$ cat src/ctb_pkg.sv
package ctb_pkg;

    // ------------------------------------------------------------
    // register map (wishbone byte addresses, 32-bit words)
    // ------------------------------------------------------------
    localparam int CTB_ADR_W = 16;
    localparam logic [15:0] CTB_ADDR_CTRL = 16'h8020;
    localparam logic [15:0] CTB_ADDR_STATUS = 16'h8024;
    localparam logic [15:0] CTB_ADDR_MASK = 16'h8028;
    localparam logic [15:0] CTB_ADDR_STATE = 16'h802c;
    localparam logic [15:0] CTB_ADDR_STROBES = 16'h8030;

    // ------------------------------------------------------------
    // control byte fields
    // ------------------------------------------------------------
    localparam int CTB_CTRL_TRACE_EN_BIT = 3;
    localparam int CTB_CTRL_BLINK_BIT = 5;
    localparam int CTB_CTRL_CLEAR_BIT = 7;
    localparam logic [7:0] CTB_CTRL_RESET = 8'h00;

    // ------------------------------------------------------------
    // interrupt status / mask fields
    // ------------------------------------------------------------
    localparam int CTB_IRQ_W = 3;
    localparam int CTB_IRQ_OVF_BIT = 0;
    localparam int CTB_IRQ_BOUND_BIT = 1;
    localparam int CTB_IRQ_WCLR_BIT = 2;
    localparam logic [2:0] CTB_STATUS_RESET = 3'h0;
    localparam logic [2:0] CTB_MASK_RESET = 3'h0;

    // ------------------------------------------------------------
    // state register fields (read only)
    // ------------------------------------------------------------
    localparam int CTB_ST_BLANK_BIT = 0;
    localparam int CTB_ST_WINDOW_BIT = 1;
    localparam int CTB_ST_XY_FF_BIT = 2;
    localparam int CTB_ST_OVF_BIT = 3;
    localparam int CTB_ST_XY_MODE_N_BIT = 4;
    localparam int CTB_ST_DOT_JOIN_BIT = 5;

    // ------------------------------------------------------------
    // decode values and misc
    // ------------------------------------------------------------
    localparam logic [7:0] CTB_BOUNDARY_ADDR = 8'hfd;
    localparam int CTB_STROBE_CNT_W = 16;
    localparam int CTB_SYNC_STAGES = 2;

    // ------------------------------------------------------------
    // carriers
    // ------------------------------------------------------------
    typedef struct packed {
        logic cyc;
        logic stb;
        logic we;
        logic [15:0] adr;
        logic [3:0] sel;
        logic [31:0] dat;
    } ctb_wb_req_t;

    typedef struct packed {
        logic ack;
        logic [31:0] dat;
    } ctb_wb_rsp_t;

    typedef struct packed {
        logic data_field_select;
        logic field_write;
        logic [7:0] field_addr;
        logic xy_address_lsb;
        logic xy_mode_n;
        logic overflow_pulse;
        logic dot_join_blink;
    } ctb_pins_t;

    localparam int CTB_PINS_W = 14;

    typedef enum logic [1:0] {
        CTB_BUS_IDLE = 2'b01,
        CTB_BUS_ACK = 2'b10
    } ctb_bus_state_t;

    typedef struct packed {
        ctb_bus_state_t bus;
        logic ack;
        logic [31:0] rdata;
        logic [7:0] ctrl;
        logic [2:0] status;
        logic [2:0] mask;
        logic irq;
        logic strobe_prev;
        logic sweep_window;
        logic xy_ff;
        logic ovf_flag;
        logic blank;
        logic [15:0] strobes;
    } ctb_core_state_t;

    localparam ctb_core_state_t CTB_CORE_RESET = '{
        bus: CTB_BUS_IDLE,
        ack: 1'b0,
        rdata: 32'h0000_0000,
        ctrl: CTB_CTRL_RESET,
        status: CTB_STATUS_RESET,
        mask: CTB_MASK_RESET,
        irq: 1'b0,
        strobe_prev: 1'b0,
        sweep_window: 1'b0,
        xy_ff: 1'b0,
        ovf_flag: 1'b0,
        blank: 1'b1,
        strobes: 16'h0000
    };

endpackage : ctb_pkg

$ cat src/ctb_sync.sv
`timescale 1ns/1ps
module ctb_sync #(
    parameter int WIDTH = 1
) (
    input wire logic clk_sys,
    input wire logic rst_n,
    input wire logic [WIDTH-1:0] async_in,
    output logic [WIDTH-1:0] sync_out
);
    import ctb_pkg::*;

    typedef struct packed {
        logic [WIDTH-1:0] stage1;
        logic [WIDTH-1:0] stage2;
    } ctb_sync_state_t;

    ctb_sync_state_t s;
    ctb_sync_state_t next_s;

    // first stage feeds only the second
    always_comb begin
        next_s.stage1 = async_in;
        next_s.stage2 = s.stage1;
    end

    always_ff @(posedge clk_sys) begin
        if (!rst_n) begin
            s <= '0;
        end else begin
            s <= next_s;
        end
    end

    assign sync_out = s.stage2;

endmodule : ctb_sync

$ cat src/ctb_blank.sv
//Behaviour
// - beam_blank_out high blanks the trace, low lets it show.
// - blank output is NAND of all conditions; trace only when all high.
// - trace_enable high only while a stored memory is displayed.
// - overflow pulse captured in a flip-flop on data-field write strobe.
// - captured overflow ORed with overload blink so trace blinks slowly.
// - dot_join_blink is one blanking condition, blanking periodically.
// - address FDH on low eight address lines marks sweep boundary.
// - boundary detect loaded into sweep-window flip-flop on each data strobe.
// - trace blanked whenever sweep window is low.
// - software sweep-window clear resets that flip-flop, blanking the trace.
// - in XY mode a second flip-flop gives the xy_blank condition.
// - xy flip-flop loads xy_address_lsb only on data-field write strobe.
// - control byte write latches trace enable, overload blink and clear.
// - sweep-window clear is bit 7 of the control byte.
// - overload blink is bit 5 of the control byte.
//
// The address map and register access over Wishbone were chosen for this implementation.
`timescale 1ns/1ps
module ctb_blank (
    input wire logic clk_sys,
    input wire logic rst_n,
    input wire ctb_pkg::ctb_wb_req_t wb_req,
    output ctb_pkg::ctb_wb_rsp_t wb_rsp,
    input wire ctb_pkg::ctb_pins_t pins_async,
    output logic beam_blank_out,
    output logic sweep_window,
    output logic irq
);
    import ctb_pkg::*;

    // ------------------------------------------------------------
    // address decode
    // ------------------------------------------------------------
    function automatic logic reg_hit(input logic [15:0] adr, input logic [15:0] base);
        reg_hit = (adr[15:2] == base[15:2]);
    endfunction : reg_hit

    function automatic logic is_boundary(input logic [7:0] low_addr);
        is_boundary = (low_addr == CTB_BOUNDARY_ADDR);
    endfunction : is_boundary

    // ------------------------------------------------------------
    // pin synchronisers
    // ------------------------------------------------------------
    logic [CTB_PINS_W-1:0] pins_sync_vec;
    ctb_pins_t pins;

    ctb_sync #(
        .WIDTH(CTB_PINS_W)
    ) u_pin_sync (
        .clk_sys(clk_sys),
        .rst_n(rst_n),
        .async_in(pins_async),
        .sync_out(pins_sync_vec)
    );

    assign pins = ctb_pins_t'(pins_sync_vec);

    // ------------------------------------------------------------
    // state
    // ------------------------------------------------------------
    ctb_core_state_t s;
    ctb_core_state_t next_s;

    logic strobe_lvl;
    logic strobe;
    logic boundary;
    logic bus_req;
    logic wr_accept;
    logic rd_accept;
    logic [2:0] events;
    logic [2:0] w1c;
    logic cond_trace;
    logic cond_ovl;
    logic cond_dot;
    logic cond_window;
    logic cond_xy;
    logic [31:0] rd_value;

    // ------------------------------------------------------------
    // next-state logic
    // ------------------------------------------------------------
    always_comb begin
        next_s = s;
        w1c = 3'h0;
        rd_value = 32'h0000_0000;

        // data-field write strobe, edge of select and write together
        strobe_lvl = pins.data_field_select & pins.field_write;
        strobe = strobe_lvl & ~s.strobe_prev;
        next_s.strobe_prev = strobe_lvl;
        boundary = is_boundary(pins.field_addr);

        // wishbone classic: one ack per request, dropped next cycle
        bus_req = wb_req.cyc & wb_req.stb;
        wr_accept = 1'b0;
        rd_accept = 1'b0;
        case (s.bus)
            CTB_BUS_IDLE: begin
                if (bus_req) begin
                    next_s.ack = 1'b1;
                    next_s.bus = CTB_BUS_ACK;
                    wr_accept = wb_req.we;
                    rd_accept = ~wb_req.we;
                end else begin
                    next_s.ack = 1'b0;
                end
            end
            CTB_BUS_ACK: begin
                next_s.ack = 1'b0;
                next_s.bus = CTB_BUS_IDLE;
            end
            default: begin
                next_s.ack = 1'b0;
                next_s.bus = CTB_BUS_IDLE;
            end
        endcase

        // register writes, low byte lane only
        if (wr_accept && wb_req.sel[0]) begin
            if (reg_hit(wb_req.adr, CTB_ADDR_CTRL)) begin
                next_s.ctrl = wb_req.dat[7:0];
            end
            if (reg_hit(wb_req.adr, CTB_ADDR_STATUS)) begin
                w1c = wb_req.dat[CTB_IRQ_W-1:0];
            end
            if (reg_hit(wb_req.adr, CTB_ADDR_MASK)) begin
                next_s.mask = wb_req.dat[CTB_IRQ_W-1:0];
            end
        end

        // flip-flops clocked by the data-field strobe
        if (strobe) begin
            next_s.sweep_window = boundary;
            next_s.xy_ff = pins.xy_address_lsb;
            next_s.ovf_flag = pins.overflow_pulse;
            next_s.strobes = s.strobes + 16'h0001;
        end

        // clear dominates the load, held while the control bit stays set
        if (next_s.ctrl[CTB_CTRL_CLEAR_BIT]) begin
            next_s.sweep_window = 1'b0;
        end

        // sticky events, set wins over a same-cycle clear
        events = 3'h0;
        events[CTB_IRQ_OVF_BIT] = strobe & pins.overflow_pulse;
        events[CTB_IRQ_BOUND_BIT] = strobe & boundary;
        events[CTB_IRQ_WCLR_BIT] = s.sweep_window & ~next_s.sweep_window & next_s.ctrl[CTB_CTRL_CLEAR_BIT];
        next_s.status = (s.status & ~w1c) | events;
        next_s.irq = |(next_s.status & next_s.mask);

        // blanking conditions, each high lets the trace through
        cond_trace = next_s.ctrl[CTB_CTRL_TRACE_EN_BIT];
        cond_ovl = ~next_s.ovf_flag | next_s.ctrl[CTB_CTRL_BLINK_BIT];
        cond_dot = pins.dot_join_blink;
        cond_window = next_s.sweep_window;
        cond_xy = pins.xy_mode_n ? 1'b1 : next_s.xy_ff;
        next_s.blank = ~(cond_trace & cond_ovl & cond_dot & cond_window & cond_xy);

        // read mux, unmapped reads return zero
        if (reg_hit(wb_req.adr, CTB_ADDR_CTRL)) begin
            rd_value[7:0] = s.ctrl;
        end else if (reg_hit(wb_req.adr, CTB_ADDR_STATUS)) begin
            rd_value[CTB_IRQ_W-1:0] = s.status;
        end else if (reg_hit(wb_req.adr, CTB_ADDR_MASK)) begin
            rd_value[CTB_IRQ_W-1:0] = s.mask;
        end else if (reg_hit(wb_req.adr, CTB_ADDR_STATE)) begin
            rd_value[CTB_ST_BLANK_BIT] = s.blank;
            rd_value[CTB_ST_WINDOW_BIT] = s.sweep_window;
            rd_value[CTB_ST_XY_FF_BIT] = s.xy_ff;
            rd_value[CTB_ST_OVF_BIT] = s.ovf_flag;
            rd_value[CTB_ST_XY_MODE_N_BIT] = pins.xy_mode_n;
            rd_value[CTB_ST_DOT_JOIN_BIT] = pins.dot_join_blink;
        end else if (reg_hit(wb_req.adr, CTB_ADDR_STROBES)) begin
            rd_value[CTB_STROBE_CNT_W-1:0] = s.strobes;
        end
        if (rd_accept) begin
            next_s.rdata = rd_value;
        end else if (s.bus == CTB_BUS_ACK) begin
            next_s.rdata = 32'h0000_0000;
        end
    end

    // ------------------------------------------------------------
    // registers
    // ------------------------------------------------------------
    always_ff @(posedge clk_sys) begin
        if (!rst_n) begin
            s <= CTB_CORE_RESET;
        end else begin
            s <= next_s;
        end
    end

    // ------------------------------------------------------------
    // outputs, all straight from flops
    // ------------------------------------------------------------
    assign wb_rsp.ack = s.ack;
    assign wb_rsp.dat = s.rdata;
    assign beam_blank_out = s.blank;
    assign sweep_window = s.sweep_window;
    assign irq = s.irq;

endmodule : ctb_blank

$ cat config.mk
export PLATFORM = sky130hd
export DESIGN_NAME = ctb_blank
export DESIGN_NICKNAME = d
export VERILOG_FILES = /design/src/ctb_pkg.sv /design/src/ctb_sync.sv /design/src/ctb_blank.sv
export SDC_FILE = /design/constraint.sdc
export NUM_CORES = 1
export LEC_CHECK = 0
export CAP_MARGIN = 20
export CORE_ASPECT_RATIO = 2
export CORE_MARGIN = 2
export CORE_UTILIZATION = 56
export DETAILED_ROUTE_END_ITERATION = 12
export DONT_BUFFER_PORTS = 1
export PLACE_DENSITY = 0.74
export SLEW_MARGIN = 10
export SYNTH_ARGS = -nofsm -noshare
export SYNTH_HDL_FRONTEND = slang
export SYNTH_SLANG_ARGS = --single-unit
$ cat constraint.sdc
create_clock -name clk_sys -period 2.2 [get_ports clk_sys]
set_clock_uncertainty 0.05 [all_clocks]
set_input_delay 0.11 -clock clk_sys [delete_from_list [all_inputs] [get_ports clk_sys]]
set_output_delay 0.11 -clock clk_sys [all_outputs]
set_load 0.01 [all_outputs]
==> metrics.md, run 1 <==
| Metric | Value |
|---|---|
| Antenna Nets Post-Route | `0` |
| Mean area per synthesized cell | `9.09 um^2` |
| WP data arrival | `2.17 ns` |
| Cts bufs inserted | `9` |
| Setup TNS | `0 ns` |
| Max Slew Vio Count | `0` |
| Post-place setup slack | `-0.0806 ns` |
| CTS clk-pin slew, worst paths | `0.06 ns` |
| Row count | `40` |
| Top Ports | `107` |
| WL final | `7.64 mm` |
| Static leakage | `1.51 nW` |
| Worst skew pair latency | `0.34 ns` |
| Port buffer count | `0` |
| Seq/Total Area, Yosys | `47.5%` |
| Vias per cell | `5.75` |
| Layout area overhead | `14.9%` |
| Simple-Gate Fraction of Synth Area | `25.3%` |
| Critical Path End Type | `flip-flop` |
| RSZ-0062 raised after global routing | `no` |
| #FFs+latches synth | `83` |
| Complex-gate fraction of the synthesized area | `12.0%` |
| Die area | `0.00694 mm^2` |
| Max transition margin | `59.9%` |
| Via count of the first global-routing pass | `2699` |
| GP Congestion | `0.927` |
| Fin crit period | `1.96 ns` |
| DRC Markers | `0` |
| Most frequent cells in the layout | `83 x dfxtp_1, 36 x and2_1, 35 x nor2_1, 26 x nand2_1, 21 x dlygate4sd3_1` |
| Peak supply drop | `0.000658 V` |
| DRT Pass-1 Iters | `4` |
| Post-synth EDFFs | `0` |
| Vias | `2714` |
| Yosys cell types | `56` |
| CTS tree | `built` |
| Most common cell after layout, fill and taps aside | `dfxtp_1` |
| Prevailing post-synth register cell | `dfxtp_1` |
| Synthesis warning total | `0` |
| HPWL after DPL | `5.60 mm` |
| Setup ws final | `0.241 ns` |
| Horiz. Die Dim | `59.9 um` |
| Clock sinks | `83` |
| Async SR Flop Fraction | `0%` |
| Placed cell area | `0.00348 mm^2` |
| Wire length per cell | `16.2 um` |
| Antenna cells | `0` |
| Final period util | `89.0%` |
| Worst setup SP type | `input pin` |
| Worst endpoint required time | `2.41 ns` |
| Synth Area in XOR/XNOR | `3.00%` |
| Max Cap Violations | `0` |
| Final hold vios | `0` |
| Fmax | `0.511 GHz` |
| Adder-cell share of the synthesized area | `0.357%` |
| Layout net count | `476` |
| Final setup violation count | `0` |
| Pin count of the biggest net entering global routing | `44` |
| Mux contribution to synthesized area | `1.79%` |
| CP Class | `input pin to flip-flop` |
| Initial DRC Count | `93` |
| Main combinational cell family by area after synthesis | `simple AND/OR/NAND/NOR gates` |
| Gr usage total | `24.0%` |
| Status | `finished clean` |
| H-tree depth | `3` |
| Max clock buf depth | `2` |
| Die Ht | `116 um` |
| First-pass GRT wire length | `12.1 mm` |
| Layout cells sized above 1 | `11.0%` |
| Post-route cell area | `0.00402 mm^2` |
| Setup bufs post-CTS | `0` |
| Starting Density | `58.3%` |
| CP Max Fanout | `7` |
| GR Overflow Total | `0` |
| Post-Syn Area | `0.00350 mm^2` |
| Mapped Cells | `385` |
| HP Class | `input pin to flip-flop` |
| Initial antenna violation count | `0` |
| Pwr dens | `809 mW/mm^2` |
| Core Region | `0.00601 mm^2` |
| Root Buffer | `clkbuf_16` |
| Measured slew at the worst slew-check pin | `0.600 ns` |
-- per-stage QoR --
step           util [%]  cells  hold WS, ns  power (mW)
6_report           67.0    472      0.00137        3.25
5_1_grt            67.0    472       0.0101        3.36
4_1_cts            66.8    471     0.000108        3.28
3_5_place_dp       57.9    434        0.186        1.66
3_3_place_gp       57.9    434        0.183        1.65
2_1_floorplan         -    400        0.187        1.67
-- flip-flops by register name, summed over array words and instances, names as in the netlist --
signal / cells
beam_blank_out: 1
irq: 1
s: 35
sweep_window: 1
u_pin_sync.next_s: 14
u_pin_sync.sync_out: 14
wb_rsp: 17
-- logic make-up after synthesis --
kind of cell               Yosys count
xor gates and xnor gates            12
and+or+nand+nor                    161
DFF                                 83
adders and majority gates            1
AOI/OAI and AO/OA                   63
buffers and inverters               58
muxes                                6
other                                1
-- routing by layer --
layer	routed length [um]	track usage (%)	share of wire, %	vias to the layer above
met4	472	17.3	6.2	0
met2	4100	42.1	54	93
li1	-	-	-	1330
met3	446	7.81	5.8	31
met1	2620	22.0	34	1260
met5	0	0	0	-
-- critical path: stages --
cell and delay (ns):
or4_4 0.52, or3b_1 0.54, nor4_1 0.42, mux2_2 0.40, o221ai_1 0.17
-- Yosys cell counts, types with 7 or more instances --
cell	count	area (um^2)
and2_1	36	225
buf_4	33	248
a22oi_1	12	90.1
nand4_1	9	56.3
a21oi_1	20	100
xnor2_1	8	70.1
dfxtp_1	83	1660
nand2_1	26	97.6
nor4_1	7	43.8
inv_1	11	41.3
nor2_1	35	131
clkbuf_1	13	48.8
o21ai_0	8	40.0
nand3_1	10	50.1
-- where the power goes --
part | total [mW] | internal (mW) | leakage [nW] | switching, mW
combinational | 0.127 | 0.0600 | 0.685 | 0.0674
sequential | 1.54 | 1.53 | 0.675 | 0.00829
clock | 1.59 | 0.998 | 0.148 | 0.589
total | 3.25 | 2.59 | 1.51 | 0.665
-- final cells by class --
class                           count  area, um^2
Multi-Input combinational cell    259        1550
Fill cell                         471        1980
Inverter                           11        41.3
Clock inverter                      7         100
Tap cell                           63        78.8
Sequential cell                    83        1660
Timing Repair Buffer               40         369
Clock buffer                        9         225
-- timing repair --
item	4_1_cts	5_1_grt
endpoints found under the hold margin	49	0
hold buffers	21	0
setup endpoints to repair	0	0
resized for setup	0	0
-- final timing paths --
check	startpoint	to	slack, ns	depth (start not counted)
max reg2reg	s[70]	irq	0.26	6
min	wb_req[5]	s[33]	0.001	2
min reg2reg	u_pin_sync.next_s[4]	u_pin_sync.sync_out[4]	0.38	1
max	wb_req[47]	irq	0.24	5
No activity file was read; power rests on OpenSTA's default activity.
==> run 2: changes to the inputs <==
--- a/config.mk
+++ b/config.mk
@@ -7,11 +7,11 @@
 export LEC_CHECK = 0
 export CAP_MARGIN = 20
 export CORE_ASPECT_RATIO = 2
-export CORE_MARGIN = 2
 export CORE_UTILIZATION = 56
 export DETAILED_ROUTE_END_ITERATION = 12
 export DONT_BUFFER_PORTS = 1
 export PLACE_DENSITY = 0.74
+export SKIP_CTS_REPAIR_TIMING = 1
 export SLEW_MARGIN = 10
 export SYNTH_ARGS = -nofsm -noshare
 export SYNTH_HDL_FRONTEND = slang
==> metrics.md, run 2 (synthesized netlist as in run 1, its figures left out) <==
| Metric | Value |
|---|---|
| GP Congestion | `0.877 (was 0.927)` |
| Worst endpoint required time | `2.40 ns (was 2.41 ns)` |
| CP Max Fanout | `5 (was 7)` |
| WP data arrival | `2.18 ns (was 2.17 ns)` |
| Most common cell after layout, fill and taps aside | `dfxtp_1 (unchanged)` |
| Max clock buf depth | `2 (unchanged)` |
| Core Region | `0.00601 mm^2 (unchanged)` |
| WL final | `7.90 mm (was 7.64 mm)` |
| Wire length per cell | `16.8 um (was 16.2 um)` |
| Root Buffer | `clkbuf_16 (unchanged)` |
| HP Class | `input pin to flip-flop (unchanged)` |
| RSZ-0062 raised after global routing | `no (unchanged)` |
| Cts bufs inserted | `9 (unchanged)` |
| Largest register FFs | `35 (unchanged)` |
| Peak supply drop | `0.000669 V (was 0.000658 V)` |
| Horiz. Die Dim | `57.9 um (was 59.9 um)` |
| Initial DRC Count | `112 (was 93)` |
| Clock power share | `46.8% (was 48.8%)` |
| Failing checks | `design-rule violations, negative hold slack` |
| Area of the multi-input gates | `0.00155 mm^2 (unchanged)` |
| Layout area overhead | `13.3% (was 14.9%)` |
| Finished Core Util | `66.1% (was 67.0%)` |
| Placed cell area | `0.00346 mm^2 (was 0.00348 mm^2)` |
| Worst setup SP type | `input pin (unchanged)` |
| Antenna cells | `0 (unchanged)` |
| DRC Markers | `3 (was 0)` |
| GR Overflow Total | `0 (unchanged)` |
| Via count of the first global-routing pass | `2605 (was 2699)` |
| Die area | `0.00659 mm^2 (was 0.00694 mm^2)` |
| Post-route cell area | `0.00397 mm^2 (was 0.00402 mm^2)` |
| Worst skew pair latency | `0.34 ns (about the same)` |
| CTS tree | `built (unchanged)` |
| Pwr dens | `787 mW/mm^2 (was 809 mW/mm^2)` |
| First-pass GRT wire length | `12.0 mm (was 12.1 mm)` |
| Fill cells | `492 (was 471)` |
| Fin crit period | `1.98 ns (was 1.96 ns)` |
| Measured slew at the worst slew-check pin | `1.01 ns (was 0.600 ns)` |
| Max transition margin | `32.3% (was 59.9%)` |
| Static leakage | `1.49 nW (was 1.51 nW)` |
| Pin count of the biggest net entering global routing | `46 (was 44)` |
| Port buffer count | `0 (unchanged)` |
| P_int | `2.46 mW (was 2.59 mW)` |
| Sw power | `0.662 mW (was 0.665 mW)` |
| Row count | `40 (unchanged)` |
| Max Cap Violations | `0 (unchanged)` |
| Critical Path End Type | `flip-flop (unchanged)` |
| Sw frac | `21.2% (was 20.4%)` |
| Hold WS | `-0.0121 ns (was 0.00137 ns)` |
| Initial antenna violation count | `0 (unchanged)` |
| DRT Pass-1 Iters | `11 (was 4)` |
| CP Class | `input pin to flip-flop (unchanged)` |
| Clock sinks | `83 (unchanged)` |
| HPWL after DPL | `5.72 mm (was 5.60 mm)` |
| Reg area | `0.00166 mm^2 (unchanged)` |
| CTS clk-pin slew, worst paths | `0.06 ns (about the same)` |
| Starting Density | `58.3% (unchanged)` |
| Max Slew Vio Count | `0 (unchanged)` |
| Biggest register | `s (unchanged)` |
| Vias per cell | `5.79 (was 5.75)` |
| Vias | `2729 (was 2714)` |
| Gr usage total | `25.3% (was 24.0%)` |
| Setup ws final | `0.217 ns (was 0.241 ns)` |
| Final setup violation count | `0 (unchanged)` |
| Antenna Nets Post-Route | `0 (unchanged)` |
| Final hold vios | `2 (was 0)` |
| Setup TNS | `0 ns (unchanged)` |
| Logic pwr share | `4.0% (was 3.9%)` |
| H-tree depth | `3 (unchanged)` |
| Top Ports | `107 (unchanged)` |
| Layout cells sized above 1 | `10.8% (was 11.0%)` |
| Status | `complete, but fails checks (was finished clean)` |
| Tot Pwr | `3.12 mW (was 3.25 mW)` |
| Reg power frac | `49.3% (was 47.3%)` |
| Post-place setup slack | `-0.115 ns (was -0.0806 ns)` |
| Most frequent cells in the layout | `83 x dfxtp_1, 36 x and2_1, 35 x nor2_1, 26 x nand2_1, 21 x dlygate4sd3_1 (unchanged)` |
| Die Ht | `114 um (was 116 um)` |
| Final period util | `90.1% (was 89.0%)` |
| Layout net count | `475 (was 476)` |
| Fmax | `0.504 GHz (was 0.511 GHz)` |
run 2: final timing paths:
kind | start | endpoint | slack (ns) | depth (start not counted)
worst min-delay path | wb_req[1] | s[23] | -0.01 | 3
worst max-delay path | wb_req[47] | irq | 0.22 | 5
worst min register to register | u_pin_sync.next_s[6] | u_pin_sync.sync_out[6] | 0.38 | 1
worst max register to register | s[70] | irq | 0.24 | 6
run 2: layer usage:
layer | wire [um] | GRT usage, % | vias up
li1 | - | - | 1322
met1 | 2620 | 21.7 | 1275
met2 | 4320 | 43.7 | 97
met3 | 397 | 9.41 | 35
met4 | 565 | 22.1 | 0
met5 | 0 | 0 | -
run 2: final cells by class:
type,instances,share of cell area (%)
Inverter,11,1.04
Clock buffer,9,5.68
Tap cell,63,1.99
Sequential cell,83,41.9
Clock inverter,7,1.73
Timing Repair Buffer,39,8.70
Multi-Input combinational cell,259,39.0
run 2: power by group through the flow:
stage / registers [mW] / logic, mW / clock network, mW
2_1_floorplan: 1.57 / 0.0984 / 0
3_3_place_gp: 1.57 / 0.0829 / 0
3_5_place_dp: 1.57 / 0.0844 / 0
4_1_cts: 1.54 / 0.0849 / 1.49
5_1_grt: 1.54 / 0.135 / 1.56
6_report: 1.54 / 0.123 / 1.46
run 2: critical path, stage by stage:
cell and delay, ns:
or4_4 0.52, or3b_1 0.51, nor4_1 0.45, mux2_2 0.40, o221ai_1 0.19
run 2: stage by stage:
stage	hold slack (ns)	std cells
6_report	-0.0121	471
3_3_place_gp	0.183	434
4_1_cts	-0.173	450
3_5_place_dp	0.186	434
5_1_grt	0.00921	471
2_1_floorplan	0.187	400
==> run 3: changes to the inputs <==
--- a/config.mk
+++ b/config.mk
@@ -11,6 +11,8 @@
 export DETAILED_ROUTE_END_ITERATION = 12
 export DONT_BUFFER_PORTS = 1
 export PLACE_DENSITY = 0.74
+export RECOVER_POWER = 100
+export SETUP_SLACK_MARGIN = 0.05
 export SKIP_CTS_REPAIR_TIMING = 1
 export SLEW_MARGIN = 10
 export SYNTH_ARGS = -nofsm -noshare
==> metrics.md, run 3 (synthesized netlist as in run 1, its figures left out) <==
| Metric | Value |
|---|---|
| Clock sinks | `83 (unchanged)` |
| Gr usage total | `24.5% (was 25.3%)` |
| Sw frac | `19.6% (was 21.2%)` |
| Reg2reg start | `s[70] (unchanged)` |
| Pin count of the biggest net entering global routing | `46 (unchanged)` |
| Most frequent cells in the layout | `83 x dfxtp_1, 35 x nor2_1, 27 x and2_1, 26 x nand2_1 (was 83 x dfxtp_1, 36 x and2_1, 35 x nor2_1, 26 x nand2_1, 21 x dlygate4sd3_1)` |
| Pwr dens | `829 mW/mm^2 (was 787 mW/mm^2)` |
| Reg2reg end | `irq (unchanged)` |
| Hold wc startpoint | `wb_req[1] (unchanged)` |
| P_int | `2.63 mW (was 2.46 mW)` |
| DRC Markers | `2 (was 3)` |
| Biggest register | `s (unchanged)` |
| Fmax | `0.497 GHz (was 0.504 GHz)` |
| WP data arrival | `2.21 ns (was 2.18 ns)` |
| Failing checks | `design-rule violations, negative hold slack (unchanged)` |
| Final period util | `91.5% (was 90.1%)` |
| Vias per cell | `5.78 (was 5.79)` |
| Logic pwr share | `3.7% (was 4.0%)` |
| CP Class | `input pin to flip-flop (unchanged)` |
| Layout area overhead | `13.0% (was 13.3%)` |
| Sw power | `0.644 mW (was 0.662 mW)` |
| CP Max Fanout | `6 (was 5)` |
| Max Cap Violations | `0 (unchanged)` |
| First-pass GRT wire length | `11.8 mm (was 12.0 mm)` |
| CTS tree | `built (unchanged)` |
| Fin crit period | `2.01 ns (was 1.98 ns)` |
| Max clock buf depth | `2 (unchanged)` |
| Critical Path End Type | `flip-flop (unchanged)` |
| Placed cell area | `0.00346 mm^2 (about the same)` |
| DRT Pass-1 Iters | `8 (was 11)` |
| H-tree depth | `3 (unchanged)` |
| Top Ports | `107 (unchanged)` |
| Critical Path Start | `wb_req[47] (unchanged)` |
| Horiz. Die Dim | `57.9 um (unchanged)` |
| Reg-to-reg setup timing slack | `0.22 ns (was 0.24 ns)` |
| Worst r2r path cells | `6 (unchanged)` |
| Reg power frac | `46.9% (was 49.3%)` |
| Starting Density | `58.3% (unchanged)` |
| Wire length per cell | `16.6 um (was 16.8 um)` |
| HP Class | `input pin to flip-flop (unchanged)` |
| Worst endpoint required time | `2.40 ns (about the same)` |
| Root Buffer | `clkbuf_16 (unchanged)` |
| Die area | `0.00659 mm^2 (unchanged)` |
| Measured slew at the worst slew-check pin | `1.05 ns (was 1.01 ns)` |
| Most common cell after layout, fill and taps aside | `dfxtp_1 (unchanged)` |
| Peak supply drop | `0.000658 V (was 0.000669 V)` |
| Row count | `40 (unchanged)` |
| Antenna Nets Post-Route | `0 (unchanged)` |
| Hold path depth | `3 (unchanged)` |
| Initial DRC Count | `96 (was 112)` |
| Port buffer count | `0 (unchanged)` |
| Status | `complete, but fails checks (unchanged)` |
| Core Region | `0.00601 mm^2 (unchanged)` |
| Final hold vios | `1 (was 2)` |
| Initial antenna violation count | `0 (unchanged)` |
| Static leakage | `1.48 nW (was 1.49 nW)` |
| Layout net count | `474 (was 475)` |
| Worst skew pair latency | `0.34 ns (about the same)` |
| Via count of the first global-routing pass | `2581 (was 2605)` |
| WL final | `7.81 mm (was 7.90 mm)` |
| Hold WS | `-0.0188 ns (was -0.0121 ns)` |
| Worst hold endpoint | `s[23] (unchanged)` |
| Antenna cells | `0 (unchanged)` |
| Clock power share | `49.4% (was 46.8%)` |
| CTS clk-pin slew, worst paths | `0.06 ns (about the same)` |
| HPWL after DPL | `5.59 mm (was 5.72 mm)` |
| Largest register FFs | `35 (unchanged)` |
| Layout cells sized above 1 | `7.86% (was 10.8%)` |
| Max transition margin | `30.1% (was 32.3%)` |
| Final setup violation count | `0 (unchanged)` |
| GR Overflow Total | `0 (unchanged)` |
| Post-route cell area | `0.00396 mm^2 (was 0.00397 mm^2)` |
| RSZ-0062 raised after global routing | `no (unchanged)` |
| Max Slew Vio Count | `0 (unchanged)` |
| Vias | `2718 (was 2729)` |
| GP Congestion | `0.888 (was 0.877)` |
| Cts bufs inserted | `9 (unchanged)` |
| Worst setup SP type | `input pin (unchanged)` |
| Die Ht | `114 um (unchanged)` |
-- run 3: cell count changes in the layout (fill, tap and decap cells not counted), sizes merged --
cell | previous run | this run
clkbuf | 9 | 19
buf | 18 | 9
clkinvlp | 2 | 0
bufinv | 1 | 2
clkinv | 4 | 3
-- run 3: area by class of cell --
| cell class | instances | area, um^2 |
|---|---|---|
| inverters | 11 | 41.3 |
| well taps | 63 | 78.8 |
| repair buffers | 38 | 309 |
| flip-flops and latches | 83 | 1660 |
| clock inverters | 5 | 75.1 |
| clock buffers | 11 | 253 |
| multi-input cells | 259 | 1540 |
| fillers | 498 | 2050 |
-- run 3: stage by stage --
step | total power [mW] | setup TNS [ns] | cells | worst slack [ns] | utilization [%]
floorplan | 1.67 | 0 | 400 | 0.0509 | -
global placement | 1.65 | -0.0106 | 433 | -0.0106 | 57.5
detailed placement | 1.65 | -0.00762 | 433 | -0.00712 | 57.5
CTS | 3.27 | 0 | 449 | 0.226 | 63.0
global route | 3.39 | 0 | 470 | 0.0997 | 65.9
finish | 3.28 | 0 | 470 | 0.186 | 65.9
-- run 3: per-layer routing --
layer	vias to the layer above	track usage (%)	share of wire (%)
li1	1324	-	-
met1	1278	20.7	35
met2	79	44.0	54
met3	37	7.82	4.4
met4	0	20.5	6.7
met5	-	0	0
-- run 3: worst max-delay path by stage --
stage	endpoint	slack, ns	depth (start not counted)
6_report	wb_rsp[0]	0.19	6
5_1_grt	irq	0.1	5
4_1_cts	wb_rsp[0]	0.23	6
3_5_place_dp	wb_rsp[0]	-0.007	6
3_3_place_gp	irq	-0.01	5
2_1_floorplan	irq	0.05	6
-- run 3: power by group through the flow --
| stage | combinational (mW) | sequential (mW) | clock [mW] |
|---|---|---|---|
| after floorplan | 0.0984 | 1.57 | 0 |
| after CTS | 0.0853 | 1.54 | 1.65 |
| final | 0.121 | 1.54 | 1.62 |
| after global routing | 0.134 | 1.54 | 1.72 |
| after global placement | 0.0818 | 1.57 | 0 |
| after detailed placement | 0.0843 | 1.57 | 0 |
-- run 3: critical path, stage by stage --
cell and delay, ns:
or4_4 0.52, or3b_1 0.49, clkbuf_1 0.20, a2111oi_0 0.54, a21oi_1 0.12, o31ai_1 0.22
